<file path="src/sdi_ctrl_defs.vh">
/*
 * constants for the sdi channel control block: register offsets, field
 * positions, reset values, mode and pattern codes.
 * assumes inclusion by bare name from the design files.
 */
`ifndef SDI_CTRL_DEFS_VH
`define SDI_CTRL_DEFS_VH

// register offsets (byte addresses, one 32-bit word each)
`define REG_TX_CTRL     8'h00
`define REG_TX_STATUS   8'h04
`define REG_RX_STATUS   8'h08
`define REG_RX_ERRCNT   8'h0c
`define REG_IRQ_STATUS  8'h10
`define REG_IRQ_MASK    8'h14
`define REG_RESET_REQ   8'h18

// tx_ctrl fields
`define TXC_FMT_LSB     0
`define TXC_PAT_LSB     4
`define TXC_RATE_BIT    8
`define TXC_MODE_LSB    12
`define TXC_DRIVE_BIT   16
`define TXC_RESET       32'h0000_0000

// reset_req fields (write one to request)
`define RST_FULL_BIT    0
`define RST_TX_BIT      1
`define RST_ERRCLR_BIT  2

// irq bits
`define IRQ_TX_DONE     0
`define IRQ_TX_FAIL     1
`define IRQ_BAD_FMT     2
`define IRQ_RX_LOCK     3
`define IRQ_WIDTH       4

// sdi modes
`define MODE_HD         2'h0
`define MODE_SD         2'h1
`define MODE_3G         2'h2

// signal types reported by the receiver
`define SIG_SD          2'h0
`define SIG_HD          2'h1
`define SIG_3GA         2'h2
`define SIG_3GB         2'h3

// patterns
`define PAT_BARS_FULL   2'h0
`define PAT_CHECKFIELD  2'h1
`define PAT_BARS_75     2'h2
`define PAT_BARS_SD     2'h3

// reset pulse length in cycles
`define RESET_PULSE     8'h10

`endif

</file>
<file path="src/sdi_chan_ctrl.v">
/*
 * per-channel control and status for an sdi demo transmitter/receiver:
 * register port, format/pattern selection, transceiver reset requests,
 * line-drive enable, change status, receive status and error count.
 * assumes datapath status inputs come from other clock domains and are
 * synchronised here; reset requests are consumed by a transceiver reset
 * controller that reports done/fail back.
 */
// Added by the designer: the placing of the registers and the strobed register port.
// Behaviour
// - mode, rate, format code select transmit format
// - fractional hd, 3g and sd code validity
// - hd/3g pattern codes: bars, checkfield, 75 bars
// - sd pattern codes: sd bars or checkfield
// - drive enable zero turns transmitter off
// - drive enable one: transmit, receiver stays on
// - full reset hits channel pll and transmitter
// - plain reset hits transmitter only
// - status shows last sequence done or failure code
// - signal type sd, hd, 3g a, 3g b
// - rx format describes transport structure
// - error count cleared by request or bit-rate change
`timescale 1ns/1ps
`include "sdi_ctrl_defs.vh"
module sdi_chan_ctrl
#(
   parameter ERR_W = 16
)
(
   input  wire             clk_in,
   input  wire             reset_in,
   // register port
   input  wire [7:0]       addr_in,
   input  wire [31:0]      wdata_in,
   input  wire             wr_in,
   input  wire             rd_in,
   output reg  [31:0]      rdata_out,
   output reg              irq_out,
   // transmit side
   output reg  [1:0]       tx_mode_out,
   output reg              tx_rate_out,
   output reg  [2:0]       tx_fmt_out,
   output reg  [1:0]       tx_pattern_out,
   output reg              tx_drive_en_out,
   output reg              rx_enable_out,
   output reg              channel_pll_reset_out,
   output reg              tx_unit_reset_out,
   input  wire             tx_change_done_in,
   input  wire             tx_change_fail_in,
   input  wire [2:0]       tx_fail_code_in,
   // receive side
   input  wire             rx_locked_in,
   input  wire [1:0]       rx_sig_type_in,
   input  wire             rx_rate_in,
   input  wire [3:0]       rx_xport_fmt_in,
   input  wire [3:0]       rx_xport_rate_in,
   input  wire             rx_crc_err_in
);

   ////////////////////////////////////////////////////////////////////////
   // synchronisers for inputs from other domains

   reg  [17:0] sync1_q;
   reg  [17:0] sync2_q;
   wire [17:0] async_in = {tx_change_done_in, tx_change_fail_in, tx_fail_code_in,
                           rx_locked_in, rx_sig_type_in, rx_rate_in, rx_xport_fmt_in,
                           rx_xport_rate_in, rx_crc_err_in};

   always @(posedge clk_in or posedge reset_in)
   begin
      if (reset_in)
      begin
         sync1_q <= 18'h00000;
         sync2_q <= 18'h00000;
      end
      else
      begin
         sync1_q <= async_in;
         sync2_q <= sync1_q;
      end
   end

   // multi-bit fields are quasi-static status; a torn sample lasts one cycle
   wire       s_done      = sync2_q[17];
   wire       s_fail      = sync2_q[16];
   wire [2:0] s_code      = sync2_q[15:13];
   wire       s_locked    = sync2_q[12];
   wire [1:0] s_sig_type  = sync2_q[11:10];
   wire       s_rate      = sync2_q[9];
   wire [3:0] s_xfmt      = sync2_q[8:5];
   wire [3:0] s_xrate     = sync2_q[4:1];
   wire       s_crc       = sync2_q[0];

   ////////////////////////////////////////////////////////////////////////
   // control register and format selection

   reg  [31:0] tx_ctrl_q;
   reg  [3:0]  irq_stat_q;
   reg  [3:0]  irq_mask_q;
   reg  [ERR_W-1:0] err_cnt_q;
   reg         bad_fmt_q;
   reg         done_q;
   reg         fail_q;
   reg         locked_q;
   reg         rate_q;
   reg         full_req_q;
   reg         tx_req_q;

   wire        fmt_valid;
   wire [1:0]  pattern_sel;
   wire        full_pulse;
   wire        tx_pulse;

   // one strobe aimed at one register offset
   function reg_hit;
      input       strobe;
      input [7:0] addr;
      input [7:0] offset;
   begin
      reg_hit = strobe && addr == offset;
   end
   endfunction

   wire wr_ctrl  = reg_hit(wr_in, addr_in, `REG_TX_CTRL);
   wire wr_reset = reg_hit(wr_in, addr_in, `REG_RESET_REQ);
   wire wr_stat  = reg_hit(wr_in, addr_in, `REG_IRQ_STATUS);
   wire wr_mask  = reg_hit(wr_in, addr_in, `REG_IRQ_MASK);

   // control fields as stored; the format and pattern outputs copy them only when valid, drive enable always
   wire [1:0] ctrl_mode  = tx_ctrl_q[`TXC_MODE_LSB+1:`TXC_MODE_LSB];
   wire       ctrl_rate  = tx_ctrl_q[`TXC_RATE_BIT];
   wire [2:0] ctrl_fmt   = tx_ctrl_q[`TXC_FMT_LSB+2:`TXC_FMT_LSB];
   wire [1:0] ctrl_pat   = tx_ctrl_q[`TXC_PAT_LSB+1:`TXC_PAT_LSB];
   wire       ctrl_drive = tx_ctrl_q[`TXC_DRIVE_BIT];

   fmt_select u_fmt
   (
      .mode_in     (ctrl_mode),
      .rate_in     (ctrl_rate),
      .fmt_in      (ctrl_fmt),
      .pat_in      (ctrl_pat),
      .valid_out   (fmt_valid),
      .pattern_out (pattern_sel)
   );

   always @(posedge clk_in or posedge reset_in)
   begin
      if (reset_in)
      begin
         tx_ctrl_q       <= `TXC_RESET;
         tx_mode_out     <= `MODE_HD;
         tx_rate_out     <= 1'b0;
         tx_fmt_out      <= 3'h0;
         tx_pattern_out  <= `PAT_BARS_FULL;
         tx_drive_en_out <= 1'b0;
         rx_enable_out   <= 1'b1;
         bad_fmt_q       <= 1'b0;
      end
      else
      begin
         if (wr_ctrl)
            tx_ctrl_q <= wdata_in;
         // only valid combinations reach the pattern generator
         if (fmt_valid)
         begin
            tx_mode_out    <= ctrl_mode;
            tx_rate_out    <= ctrl_rate;
            tx_fmt_out     <= ctrl_fmt;
            tx_pattern_out <= pattern_sel;
         end
         // high while the stored combination is invalid
         bad_fmt_q       <= !fmt_valid;
         tx_drive_en_out <= ctrl_drive;
         // the receiver listens even while the channel drives the line
         rx_enable_out   <= 1'b1;
      end
   end

   ////////////////////////////////////////////////////////////////////////
   // transceiver reset requests

   // requests are registered so the stretchers see a clean one-cycle trigger
   always @(posedge clk_in or posedge reset_in)
   begin
      if (reset_in)
      begin
         full_req_q <= 1'b0;
         tx_req_q   <= 1'b0;
         channel_pll_reset_out <= 1'b0;
         tx_unit_reset_out     <= 1'b0;
      end
      else
      begin
         full_req_q <= wr_reset && wdata_in[`RST_FULL_BIT];
         tx_req_q   <= wr_reset && wdata_in[`RST_TX_BIT];
         channel_pll_reset_out <= full_pulse;
         tx_unit_reset_out     <= full_pulse || tx_pulse;
      end
   end

   pulse_stretch u_full
   (
      .clk_in    (clk_in),
      .reset_in  (reset_in),
      .trig_in   (full_req_q),
      .pulse_out (full_pulse)
   );

   pulse_stretch u_tx
   (
      .clk_in    (clk_in),
      .reset_in  (reset_in),
      .trig_in   (tx_req_q),
      .pulse_out (tx_pulse)
   );

   ////////////////////////////////////////////////////////////////////////
   // receive error counter and event flags

   // a bit-rate change means relock, so the count restarts
   wire err_clr   = wr_reset && wdata_in[`RST_ERRCLR_BIT];
   wire rate_chg  = s_rate != rate_q;
   wire lock_lost = locked_q && !s_locked;

   always @(posedge clk_in or posedge reset_in)
   begin
      if (reset_in)
      begin
         err_cnt_q <= {ERR_W{1'b0}};
         done_q    <= 1'b0;
         fail_q    <= 1'b0;
         locked_q  <= 1'b0;
         rate_q    <= 1'b0;
      end
      else
      begin
         done_q   <= s_done;
         fail_q   <= s_fail;
         locked_q <= s_locked;
         rate_q   <= s_rate;
         if (err_clr || rate_chg)
            err_cnt_q <= {ERR_W{1'b0}};
         // saturate rather than wrap
         else if (s_crc && err_cnt_q != {ERR_W{1'b1}})
            err_cnt_q <= err_cnt_q + {{(ERR_W-1){1'b0}}, 1'b1};
      end
   end

   // events are edges: done, fail, entering an invalid format, lock lost
   wire [3:0] irq_evt = {lock_lost, (!fmt_valid && !bad_fmt_q),
                         (s_fail && !fail_q), (s_done && !done_q)};

   ////////////////////////////////////////////////////////////////////////
   // interrupt status, mask, read port

   // status words as software reads them
   wire [31:0] tx_status_word = {26'h0, bad_fmt_q, s_code, s_fail, s_done};
   wire [31:0] rx_status_word = {16'h0, s_xrate, s_xfmt, 3'h0, s_rate,
                                 s_sig_type, 1'b0, s_locked};

   always @(posedge clk_in or posedge reset_in)
   begin
      if (reset_in)
      begin
         irq_stat_q <= 4'h0;
         irq_mask_q <= 4'h0;
         irq_out    <= 1'b0;
      end
      else
      begin
         // a new event wins over a write-one clear
         if (wr_stat)
            irq_stat_q <= (irq_stat_q & ~wdata_in[3:0]) | irq_evt;
         else
            irq_stat_q <= irq_stat_q | irq_evt;
         if (wr_mask)
            irq_mask_q <= wdata_in[3:0];
         irq_out <= |(irq_stat_q & irq_mask_q);
      end
   end

   // read data stand for the one cycle after the strobe, zero otherwise
   always @(posedge clk_in or posedge reset_in)
   begin
      if (reset_in)
      begin
         rdata_out <= 32'h0000_0000;
      end
      else
      begin
         rdata_out <= 32'h0000_0000;
         if (rd_in)
         begin
            case (addr_in)
               `REG_TX_CTRL:    rdata_out <= tx_ctrl_q;
               `REG_TX_STATUS:  rdata_out <= tx_status_word;
               `REG_RX_STATUS:  rdata_out <= rx_status_word;
               `REG_RX_ERRCNT:  rdata_out <= {{(32-ERR_W){1'b0}}, err_cnt_q};
               `REG_IRQ_STATUS: rdata_out <= {28'h0, irq_stat_q};
               `REG_IRQ_MASK:   rdata_out <= {28'h0, irq_mask_q};
               default:         rdata_out <= 32'h0000_0000;
            endcase
         end
      end
   end

endmodule

</file>
<file path="src/fmt_select.v">
/*
 * format and pattern decoder: maps mode, rate and format code onto a
 * validity flag, and the pattern code onto a pattern.
 * assumes registered inputs on the same clock.
 */
`timescale 1ns/1ps
`include "sdi_ctrl_defs.vh"
module fmt_select
(
   input  wire [1:0] mode_in,
   input  wire       rate_in,
   input  wire [2:0] fmt_in,
   input  wire [1:0] pat_in,
   output reg        valid_out,
   output reg  [1:0] pattern_out
);

   always @*
   begin
      case (mode_in)
         `MODE_HD:
            // fractional rate allows codes 1,2,4,6,7 only
            valid_out = !rate_in || fmt_in == 3'h1 || fmt_in == 3'h2 || fmt_in == 3'h4 ||
                        fmt_in == 3'h6 || fmt_in == 3'h7;
         `MODE_3G:
            valid_out = fmt_in == 3'h4 || (fmt_in == 3'h5 && !rate_in);
         `MODE_SD:
            valid_out = 1'b1;  // even ntsc, odd pal
         default:
            valid_out = 1'b0;
      endcase
      if (mode_in == `MODE_SD)
      begin
         pattern_out = pat_in[0] ? `PAT_CHECKFIELD : `PAT_BARS_SD;
      end
      else
      begin
         case (pat_in)
            2'h0:    pattern_out = `PAT_BARS_FULL;
            2'h2:    pattern_out = `PAT_BARS_75;
            default: pattern_out = `PAT_CHECKFIELD;
         endcase
      end
   end

endmodule

</file>
<file path="src/pulse_stretch.v">
/*
 * stretches a one-cycle request into a reset pulse of fixed length.
 * assumes one clock and an asynchronous active-high reset.
 */
`timescale 1ns/1ps
`include "sdi_ctrl_defs.vh"
module pulse_stretch
(
   input  wire clk_in,
   input  wire reset_in,
   input  wire trig_in,
   output reg  pulse_out
);

   reg [7:0] cnt_q;

   always @(posedge clk_in or posedge reset_in)
   begin
      if (reset_in)
      begin
         cnt_q     <= 8'h00;
         pulse_out <= 1'b0;
      end
      else
      begin
         if (trig_in)
            cnt_q <= `RESET_PULSE;
         else if (cnt_q != 8'h00)
            cnt_q <= cnt_q - 8'h01;
         pulse_out <= trig_in || cnt_q > 8'h01;
      end
   end

endmodule

</file>
<file path="config.mk">
export PLATFORM = sky130hd
export DESIGN_NAME = sdi_chan_ctrl
export DESIGN_NICKNAME = d
export VERILOG_FILES = /design/src/sdi_chan_ctrl.v /design/src/fmt_select.v /design/src/pulse_stretch.v
export VERILOG_INCLUDE_DIRS = /design/src
export SDC_FILE = /design/constraint.sdc
export NUM_CORES = 1
export LEC_CHECK = 0
export ABC_AREA = 1
export CAP_MARGIN = 15
export CORE_ASPECT_RATIO = 0.8
export CORE_MARGIN = 2
export CORE_UTILIZATION = 60
export CTS_BUF_LIST = sky130_fd_sc_hd__clkbuf_8 sky130_fd_sc_hd__clkbuf_16
export CTS_CLUSTER_DIAMETER = 30
export CTS_CLUSTER_SIZE = 14
export DETAILED_ROUTE_END_ITERATION = 6
export DONT_BUFFER_PORTS = 1
export MAX_ROUTING_LAYER = met4
export PLACE_DENSITY = 0.83
export SYNTH_ARGS = -nofsm -noshare
export SYNTH_HDL_FRONTEND = slang
export SYNTH_SLANG_ARGS = --single-unit
</file>
<file path="constraint.sdc">
create_clock -name clk_in -period 5.5 [get_ports clk_in]
set_input_delay 0.55 -clock clk_in [delete_from_list [all_inputs] [get_ports clk_in]]
set_output_delay 0.55 -clock clk_in [all_outputs]
set_load 0.01 [all_outputs]
</file>
==> results of run 1 <==
power by group:
part | total, mW | internal (mW) | switching (mW)
combinational | 0.304 | 0.109 | 0.195
sequential | 1.38 | 1.29 | 0.0875
clock | 1.10 | 0.609 | 0.495
per-layer routing:
metal,global-route usage (%),wire (um)
met5,-,0
met4,12.11,374
met3,7.234,1134
met2,41.37,7278
met1,35.94,6111
registers in the layout (all words and copies together) (netlist names), 2 cells and up:
signal / cells
tx_pattern_out: 2
irq_stat_q: 4
irq_mask_q: 4
sync1_q: 18
tx_fmt_out: 3
err_cnt_q: 16
u_full.cnt_q: 8
sync2_q: 18
u_tx.cnt_q: 8
tx_ctrl_q: 32
rdata_out: 32
tx_mode_out: 2
cells by family after synthesis:
group / synth area share (%)
and+or+nand+nor: 24.76
adders and majority gates: 0.9287
xor gates and xnor gates: 1.690
AOI/OAI and AO/OA: 6.334
buffers and inverters: 6.427
DFF: 59.81
other: 0.05567
path summary, 6_finish.rpt:
path	start	endpoint	slack, ns
min	rx_rate_in	sync1_q[9]	0.15
min in group asynchronous	reset_in	u_tx.cnt_q[4]	0.16
max	err_cnt_q[1]	err_cnt_q[15]	3.67
max in group asynchronous	reset_in	rdata_out[27]	4.04
max reg2reg	err_cnt_q[1]	err_cnt_q[15]	3.67
min reg2reg	sync1_q[6]	sync2_q[6]	0.35
stage by stage:
step,instance area [sq um],power [mW],std cells,hold WS (ns),util [%]
global route,7371,2.908,879,0.1259,67.68
detailed placement,6793,1.695,846,0.3347,62.37
floorplan,6736,1.618,720,0.3312,-
CTS,7348,2.791,877,0.1320,67.47
global placement,6793,1.661,846,0.3331,62.37
finish,7371,2.785,879,0.1457,67.68
cell usage in the layout, fill, tap and decap left out, drive strengths merged, types with 3 or more instances in the layout:
cell type / n
nand2: 195
o21ai: 25
nor3: 9
clkinvlp: 3
clkbuf: 19
inv: 83
nand3: 62
ha: 5
nand4: 12
o21bai: 3
clkinv: 5
o31ai: 3
xor2: 10
xnor2: 3
nor2: 98
a21oi: 28
dfrtp: 161
worst max-delay path, cell delays in order (launching register included):
cell	delay, ns
dfrtp_1	0.43
ha_1	0.25
nand3_2	0.12
inv_1	0.06
nand2_2	0.10
nor2_4	0.06
nor2_4	0.36
nor2_4	0.15
nand2_1	0.11
nand2_1	0.07
final cells by class:
class,count,area (sq um),area share [%]
clock inverter,12,102.6,1.392
antenna,1,2.502,0.03395
tap,144,180.2,2.444
clock buffer,19,452.9,6.145
multi-input combinational,461,2275,30.86
timing repair buffer,2,27.53,0.3735
sequential,161,4029,54.66
inverter,79,301.5,4.091
==> metrics.md, run 1 <==
| Metric | Value |
|---|---|
| HP Class | primary input to register |
| Post-route ant nets | 0 |
| GR Util All Layers | 27.66% |
| Global route overflow | 0 |
| RSZ-0062 raised after global routing | no |
| Die width | 122.5 um |
| Fin nets | 789 |
| Clock skew | 0.004569 ns |
| Synth cell types | 35 |
| Ranking of synthesized cells by area | dfrtp_1, nand2_1, nor2_1, nand3_1, inv_1 |
| Initial antenna violation count | 1 |
| Io pins | 107 |
| Mapped cell area | 6736 sq um |
| Largest net degree at the start of global routing | 97 |
| # clock sinks | 161 |
| Critical Path Sink Type | register |
| Hold Path Depth | 0 |
| Final Slew Violations | 0 |
| Via count | 4977 |
| Worst slew pin tran | 0.8197 ns |
| Root buf cell | clkbuf_16 |
| Synth top area share | 59.81% |
| Endpoints failing hold | 0 |
| Setup ws final | 3.674 ns |
| Resized Gates After CTS | 0 |
| Period Utilization, post-route | 33.20% |
| Fillers | 803 |
| Rows | 34 |
| Initial Util | 61.86% |
| WS Path Type | register to register |
| Core area | 10890 sq um |
| Hold buffer count at CTS | 0 |
| Worst-Skew Late Latency | 0.43 ns |
| IO Port Bufs | 0 |
| Layout cells sized above 1 | 11.04% |
| Via/cell ratio | 5.662 |
| Number of synthesized flops with an enable pin | 0 |
| Worst path required time | 5.81 ns |
| Synth async-reset ratio | 100.0% |
| F_max | 0.5476 GHz |
| Sequential area share after synthesis | 59.81% |
| Peak supply drop | 0.2741 mV |
| Final GP Congestion | 0.9045 |
| Synthesis-to-finish area growth | 9.417% |
| Iteration-0 DRC count of the detailed router | 506 |
| Power Density | 377.9 nW/um^2 |
| H-tree depth | 4 |
| CTS tree | yes |
| R2R depth | 9 |
| Mapped Avg Cell Area | 9.356 sq um |
| Critical path peak fanout | 15 |
| Post-DP HPWL | 10120 um |
| Slew Limit Headroom | 45.35% |
| Area of the die | 12100 sq um |
| Top cells by count, synth | nand2_1, dfrtp_1, nor2_1 |
| Lkg Pwr | 3.733 nW |
| Initial DRT Pass Iterations | 6 |
| Setup violations, final | 0 |
| Status | finished clean |
| Post-synthesis cell count | 720 |
| Top FF cell, synth | dfrtp_1 |
| Placement-stage worst setup slack | 2.912 ns |
| Max clock buf depth | 2 |
| Syn_nets | 787 |
| Crit start category | register |
| Synth area leader | dfrtp_1 |
| Worst path arrival time | 2.14 ns |
| Cell with the most instances after synthesis | nand2_1 |
| Setup TNS Final | 0 ns |
| Drt drc | 0 |
| Clock slew at reported path FFs | 0.07 ns |
| Max cap viols | 0 |
| First-pass GRT wire length | 24700 um |
| Final WL | 14900 um |
| Min Tclk post-route | 1.826 ns |
| Synth Warn # | 0 |
| Vias in the first global route | 5104 |
| Register bit total from synthesis | 161 |
| Setup bufs post-CTS | 0 |
| CTS Buf Count | 17 |
| Die Ht | 98.78 um |
| WL/cell | 16.95 um |
No activity file was read; power rests on OpenSTA's default activity.
==> run 2, diff against run 1 <==
Settings changed: CORE_UTILIZATION 60 to 57, PLACE_DENSITY 0.83 to 0.82.
Clock period 5.5 ns to 1.6 ns, I/O delays scaled along.
==> run 2 against run 1 <==
Against the previous run: fmax is 18% higher; core utilization is 4.2 points higher; worst hold slack worse by 0.13 ns; highest routed layer unchanged; largest cell class unchanged; critical path depth stayed put; critical endpoint is now err_cnt_q[0].
==> metrics.md, run 2 (synthesis results as in run 1) <==
| Metric | Value |
|---|---|
| IO Port Bufs | 0 (unchanged) |
| Post-route cell area | 8284 sq um (+12%) |
| Post-DP HPWL | 10230 um (+1.1%) |
| HP Class | primary input to register |
| Layout cells sized above 1 | 14.34% (+3.3 points) |
| Final GP Congestion | 1.015 (+12%) |
| Commonest non-fill, non-tap cells in the layout | nand2_1, dfrtp_1, nor2_1 |
| Status | finished clean |
| Rows | 35 (+2.9%) |
| Worst path required time | 1.93 ns (-3.88 ns) |
| Net Sw Power | 2.836 mW (+260%) |
| Worst path arrival time | 1.88 ns (-0.26 ns) |
| Die width | 125.5 um (+2.5%) |
| Largest net degree at the start of global routing | 124 (+28%) |
| Lkg Pwr | 4.134 nW (+11%) |
| Via/cell ratio | 5.465 (-3.5%) |
| First-pass GRT wire length | 26850 um (+8.7%) |
| Min Tclk post-route | 1.549 ns (-0.2767 ns) |
| Logic gate share of total power | 12.0% (+1.1 points) |
| Core area | 11520 sq um (+5.8%) |
| Io pins | 107 (unchanged) |
| Iteration-0 DRC count of the detailed router | 512 (+1.2%) |
| Power Density | 1240 nW/um^2 (+230%) |
| Int Pwr | 7.440 mW (+270%) |
| RSZ-0062 raised after global routing | yes |
| Slew Limit Headroom | 57.17% (+12 points) |
| F_max | 0.6454 GHz (+18%) |
| H-tree depth | 4 (unchanged) |
| Via count | 5307 (+6.6%) |
| CTS Buf Count | 17 (unchanged) |
| Initial DRT Pass Iterations | 6 (unchanged) |
| Max clock buf depth | 2 (unchanged) |
| Final Core Density | 71.93% (+4.2 points) |
| Setup violations, final | 0 (unchanged) |
| Top Registers | rdata_out (32), tx_ctrl_q (32) |
| DP Area | 6982 sq um (+2.8%) |
| Crit start category | register |
| Setup TNS Final | 0 ns (unchanged) |
| Post-route ant nets | 0 (unchanged) |
| Final Slew Violations | 0 (unchanged) |
| Clock slew at reported path FFs | 0.06 ns (about the same) |
| Peak supply drop | 0.9515 mV (+250%) |
| Vias in the first global route | 5349 (+4.8%) |
| WS Path Type | register to register |
| Synthesis-to-finish area growth | 22.98% |
| Period Utilization, post-route | 96.84% (+64 points) |
| Area of the die | 12710 sq um (+5.1%) |
| Most common cell after layout, fill and taps aside | nand2_1 |
| Cells after DPL | 873 (+3.2%) |
| Worst slew pin tran | 0.6425 ns (-0.1773 ns) |
| Max cap viols | 0 (unchanged) |
| Fin nets | 877 (+11%) |
| Placement-stage worst setup slack | 0.04628 ns (-2.865 ns) |
| Clock skew | 0.006762 ns (+0.002193 ns) |
| Endpoints failing hold | 0 (unchanged) |
| CTS tree | yes |
| GR Util All Layers | 28.34% (+0.68 points) |
| Number of diodes | 0 (-1) |
| Flop-to-flop setup slack | 0.05 ns (-3.62 ns) |
| Drt drc | 0 (unchanged) |
| Seq pwr share | 46.1% (-3.4 points) |
| Hold_ws | 0.01214 ns (-0.1335 ns) |
| Total power | 10.28 mW (+270%) |
| Final WL | 16760 um (+12%) |
| Initial antenna violation count | 0 (-1) |
| Critical Path Sink Type | register |
| # clock sinks | 161 (unchanged) |
| WL/cell | 17.26 um (+1.8%) |
| Initial Util | 58.49% (-3.4 points) |
| Root buf cell | clkbuf_16 |
| Clock group share of total power | 41.9% (+2.3 points) |
| Final std cells w/o fill | 971 (+10%) |
| Critical path peak fanout | 6 (-9) |
| Setup ws final | 0.05050 ns (-3.623 ns) |
| Worst-Skew Late Latency | 0.43 ns (about the same) |
| Die Ht | 101.2 um (+2.5%) |
| Sw Share | 27.60% (-0.31 points) |
| Global route overflow | 0 (unchanged) |
-- run 2: path summary, 6_finish.rpt --
kind                                   start  depth (start not counted)            end
worst min register to register   sync1_q[12]                          0    sync2_q[12]
worst max register to register  err_cnt_q[0]                          9   err_cnt_q[0]
worst max-delay path            err_cnt_q[0]                          9   err_cnt_q[0]
worst min-delay path                   wr_in                          4     full_req_q
max in group asynchronous           reset_in                          3   err_cnt_q[1]
min in group asynchronous           reset_in                          3  tx_ctrl_q[16]
-- run 2: final cells by class --
type                       count  area [sq um]
inverter                      79         300.3
tap                          148         185.2
timing repair buffer          89         843.3
clock inverter                15         195.2
fill                         774          3233
clock buffer                  17         425.4
multi-input combinational    462          2303
sequential                   161          4031
-- run 2: what timing repair did --
action	4_1_cts	5_1_grt
hold endpoints to repair	225	0
buffers inserted	0	3
hold buffers	62	0
gates resized for setup	0	13
endpoints found under the setup margin	0	20
-- run 2: power groups by stage --
stage / Combinational (mW) / Sequential, mW / Clock [mW]
2_1_floorplan: 0.841 / 4.72 / 0
3_3_place_gp: 0.964 / 4.78 / 0
3_5_place_dp: 1.04 / 4.79 / 0
4_1_cts: 1.17 / 4.73 / 4.31
5_1_grt: 1.39 / 4.78 / 4.51
6_report: 1.23 / 4.74 / 4.31
-- run 2: critical path, stage by stage (launching register included) --
cell     delay, ns
dfrtp_1       0.40
ha_2          0.20
nand3_2       0.10
inv_2         0.04
nand2_2       0.10
nor2_4        0.06
nor2_4        0.22
buf_6         0.16
nand3_1       0.07
o21ai_0       0.11
-- run 2: metal layers --
metal  GRT usage, %  up-vias  part of all wire [%]
met2          45.45      232                    49
met3          6.603       48                   7.1
li1               -     2448                     -
met4          9.744        0                   2.6
met1          36.09     2579                    41
met5              -        -                     0
==> run 3, diff against run 2 <==
Settings changed: RECOVER_POWER from default to 25.
==> run 3 against run 2 <==
Against the previous run: sequential cell count is the same; sequential share of layout area rose by 0.081 points; clock power about the same.
==> metrics.md, run 3 (synthesis results as in run 1) <==
| Metric | Value |
|---|---|
| Top Registers | rdata_out (32), tx_ctrl_q (32) |
| Crit path buffers/inverters | 2 (unchanged) |
| Status | finished clean |
| WL/cell | 17.33 um (+0.43%) |
| Final GP Congestion | 1.015 (unchanged) |
| Worst path required time | 1.93 ns (about the same) |
| Initial Util | 58.49% (unchanged) |
| Int Pwr | 7.438 mW (about the same) |
| Min Tclk post-route | 1.555 ns (+0.005706 ns) |
| Die width | 125.5 um (unchanged) |
| Setup violations, final | 0 (unchanged) |
| Critical Path Most Common Cell | nor2_4 |
| # clock sinks | 161 (unchanged) |
| Slew Limit Headroom | 38.17% (-19 points) |
| Initial DRT Pass Iterations | 5 (-1) |
| Total power | 10.28 mW (about the same) |
| HP Class | primary input to register |
| Synthesis-to-finish area growth | 22.77% |
| Final Slew Violations | 0 (unchanged) |
| FF-to-FF Start | err_cnt_q[0] |
| Net Sw Power | 2.844 mW (+0.29%) |
| CP delay by family, top | simple AND/OR/NAND/NOR gates |
| Worst-Skew Late Latency | 0.43 ns (about the same) |
| Number of diodes | 0 (unchanged) |
| Clock skew | 0.008016 ns (+0.001254 ns) |
| First-pass GRT wire length | 26850 um (unchanged) |
| Io pins | 107 (unchanged) |
| Hold_ws | 0.01775 ns (+0.005606 ns) |
| Worst Hold Launch | wr_in |
| Setup TNS Final | 0 ns (unchanged) |
| Fin nets | 877 (unchanged) |
| F_max | 0.6430 GHz (-0.37%) |
| CTS Buf Count | 17 (unchanged) |
| Power Density | 1243 nW/um^2 (+0.23%) |
| Commonest non-fill, non-tap cells in the layout | nand2_1, dfrtp_1, nor2_1 |
| Core area | 11520 sq um (unchanged) |
| Rows | 35 (unchanged) |
| H-tree depth | 4 (unchanged) |
| Global route overflow | 0 (unchanged) |
| Worst path arrival time | 1.89 ns (about the same) |
| Peak supply drop | 0.9560 mV (+0.47%) |
| GR Util All Layers | 28.34% (unchanged) |
| Via count | 5340 (+0.62%) |
| Clock slew at reported path FFs | 0.06 ns (about the same) |
| Drt drc | 0 (unchanged) |
| Lkg Pwr | 4.129 nW (-0.10%) |
| Sw Share | 27.66% (+0.061 points) |
| Most common cell after layout, fill and taps aside | nand2_1 |
| Worst slew pin tran | 0.9275 ns (+0.2850 ns) |
| Crit path from | err_cnt_q[0] |
| Via/cell ratio | 5.499 (+0.62%) |
| WS Path Type | register to register |
| Layout cells sized above 1 | 14.09% (-0.24 points) |
| Crit-path cells | ha_2 -> nand3_2 -> inv_2 -> nand2_2 -> nor2_4 -> nor2_4 -> buf_6 -> nand3_1 -> o21ai_0 |
| Period Utilization, post-route | 97.20% (+0.36 points) |
| Endpoints failing hold | 0 (unchanged) |
| Critical Path Sink Type | register |
| Seq pwr share | 46.1% (about the same) |
| Post-DP HPWL | 10230 um (unchanged) |
| Critical path peak fanout | 6 (unchanged) |
| Iteration-0 DRC count of the detailed router | 500 (-2.3%) |
| Max clock buf depth | 2 (unchanged) |
| Logic gate share of total power | 11.9% (about the same) |
| Final WL | 16830 um (+0.43%) |
| IO Port Bufs | 0 (unchanged) |
| Post-route ant nets | 0 (unchanged) |
| Initial antenna violation count | 0 (unchanged) |
| Root buf cell | clkbuf_16 |
| Slowest CP cell | dfrtp_1 |
| CTS tree | yes |
| Vias in the first global route | 5349 (unchanged) |
| Area of the die | 12710 sq um (unchanged) |
| Slowest stage delay, CP | 0.40 ns (about the same) |
| Clock group share of total power | 42.0% (about the same) |
| Die Ht | 101.2 um (unchanged) |
| Largest net degree at the start of global routing | 124 (unchanged) |
| Crit start category | register |
| Max cap viols | 0 (unchanged) |
| RSZ-0062 raised after global routing | yes |
[run 3: layer usage]
| metal | GRT usage (%) | vias up | part of all wire (%) |
|---|---|---|---|
| met2 | 45.45 | 232 | 49 |
| met1 | 36.09 | 2607 | 42 |
| met3 | 6.603 | 53 | 6.9 |
| met4 | 9.744 | 0 | 2.6 |
| met5 | - | - | 0 |
| li1 | - | 2448 | - |
[run 3: layout make-up]
cell class / count / area, sq um
inverter: 79 / 297.8
clock inverter: 15 / 195.2
clock buffer: 17 / 425.4
multi-input combinational: 462 / 2298
sequential: 161 / 4031
tap: 148 / 185.2
fill: 778 / 3247
timing repair buffer: 89 / 837.1
[run 3: final timing paths]
path                       depth (start not counted)            end  slack (ns)
min reg2reg                                        0    sync2_q[12]        0.35
max reg2reg                                        9   err_cnt_q[0]        0.04
min                                                4       tx_req_q        0.02
max                                                9   err_cnt_q[0]        0.04
max in group asynchronous                          3  tx_fmt_out[2]        0.45
min in group asynchronous                          3  u_tx.cnt_q[6]        0.41
[run 3: repair_timing]
action | in CTS | in global routing
hold buffers | 62 | 0
setup buffers | 0 | 3
setup endpoints to repair | 0 | 20
gates resized for setup | 0 | 13
endpoints found under the hold margin | 225 | 0
[run 3: power by group through the flow]
| stage | Combinational, mW | Sequential (mW) | Clock [mW] |
|---|---|---|---|
| global placement | 0.964 | 4.78 | 0 |
| floorplan | 0.841 | 4.72 | 0 |
| CTS | 1.17 | 4.73 | 4.31 |
| detailed placement | 1.04 | 4.79 | 0 |
| global route | 1.39 | 4.78 | 4.51 |
| finish | 1.23 | 4.74 | 4.31 |
[run 3: worst register-to-register path: cells and delay by family (launching register included)]
kind / cells / cell delay, ns
AOI/OAI and AO/OA: 1 / 0.11
adders and majority gates: 1 / 0.20
buffers and inverters: 2 / 0.20
DFF: 1 / 0.40
and+or+nand+nor: 5 / 0.55
[run 3: per-stage QoR]
| stage | utilization [%] | worst slack (ns) | instances | cell area [sq um] |
|---|---|---|---|---|
| 2_1_floorplan | - | -0.6028 | 720 | 6740 |
| 6_report | 71.81 | 0.04480 | 971 | 8270 |
| 4_1_cts | 71.40 | 0.02042 | 967 | 8223 |
| 3_5_place_dp | 60.62 | 0.04628 | 873 | 6982 |
| 5_1_grt | 71.81 | -0.03829 | 971 | 8270 |
| 3_3_place_gp | 60.62 | 0.1347 | 873 | 6982 |
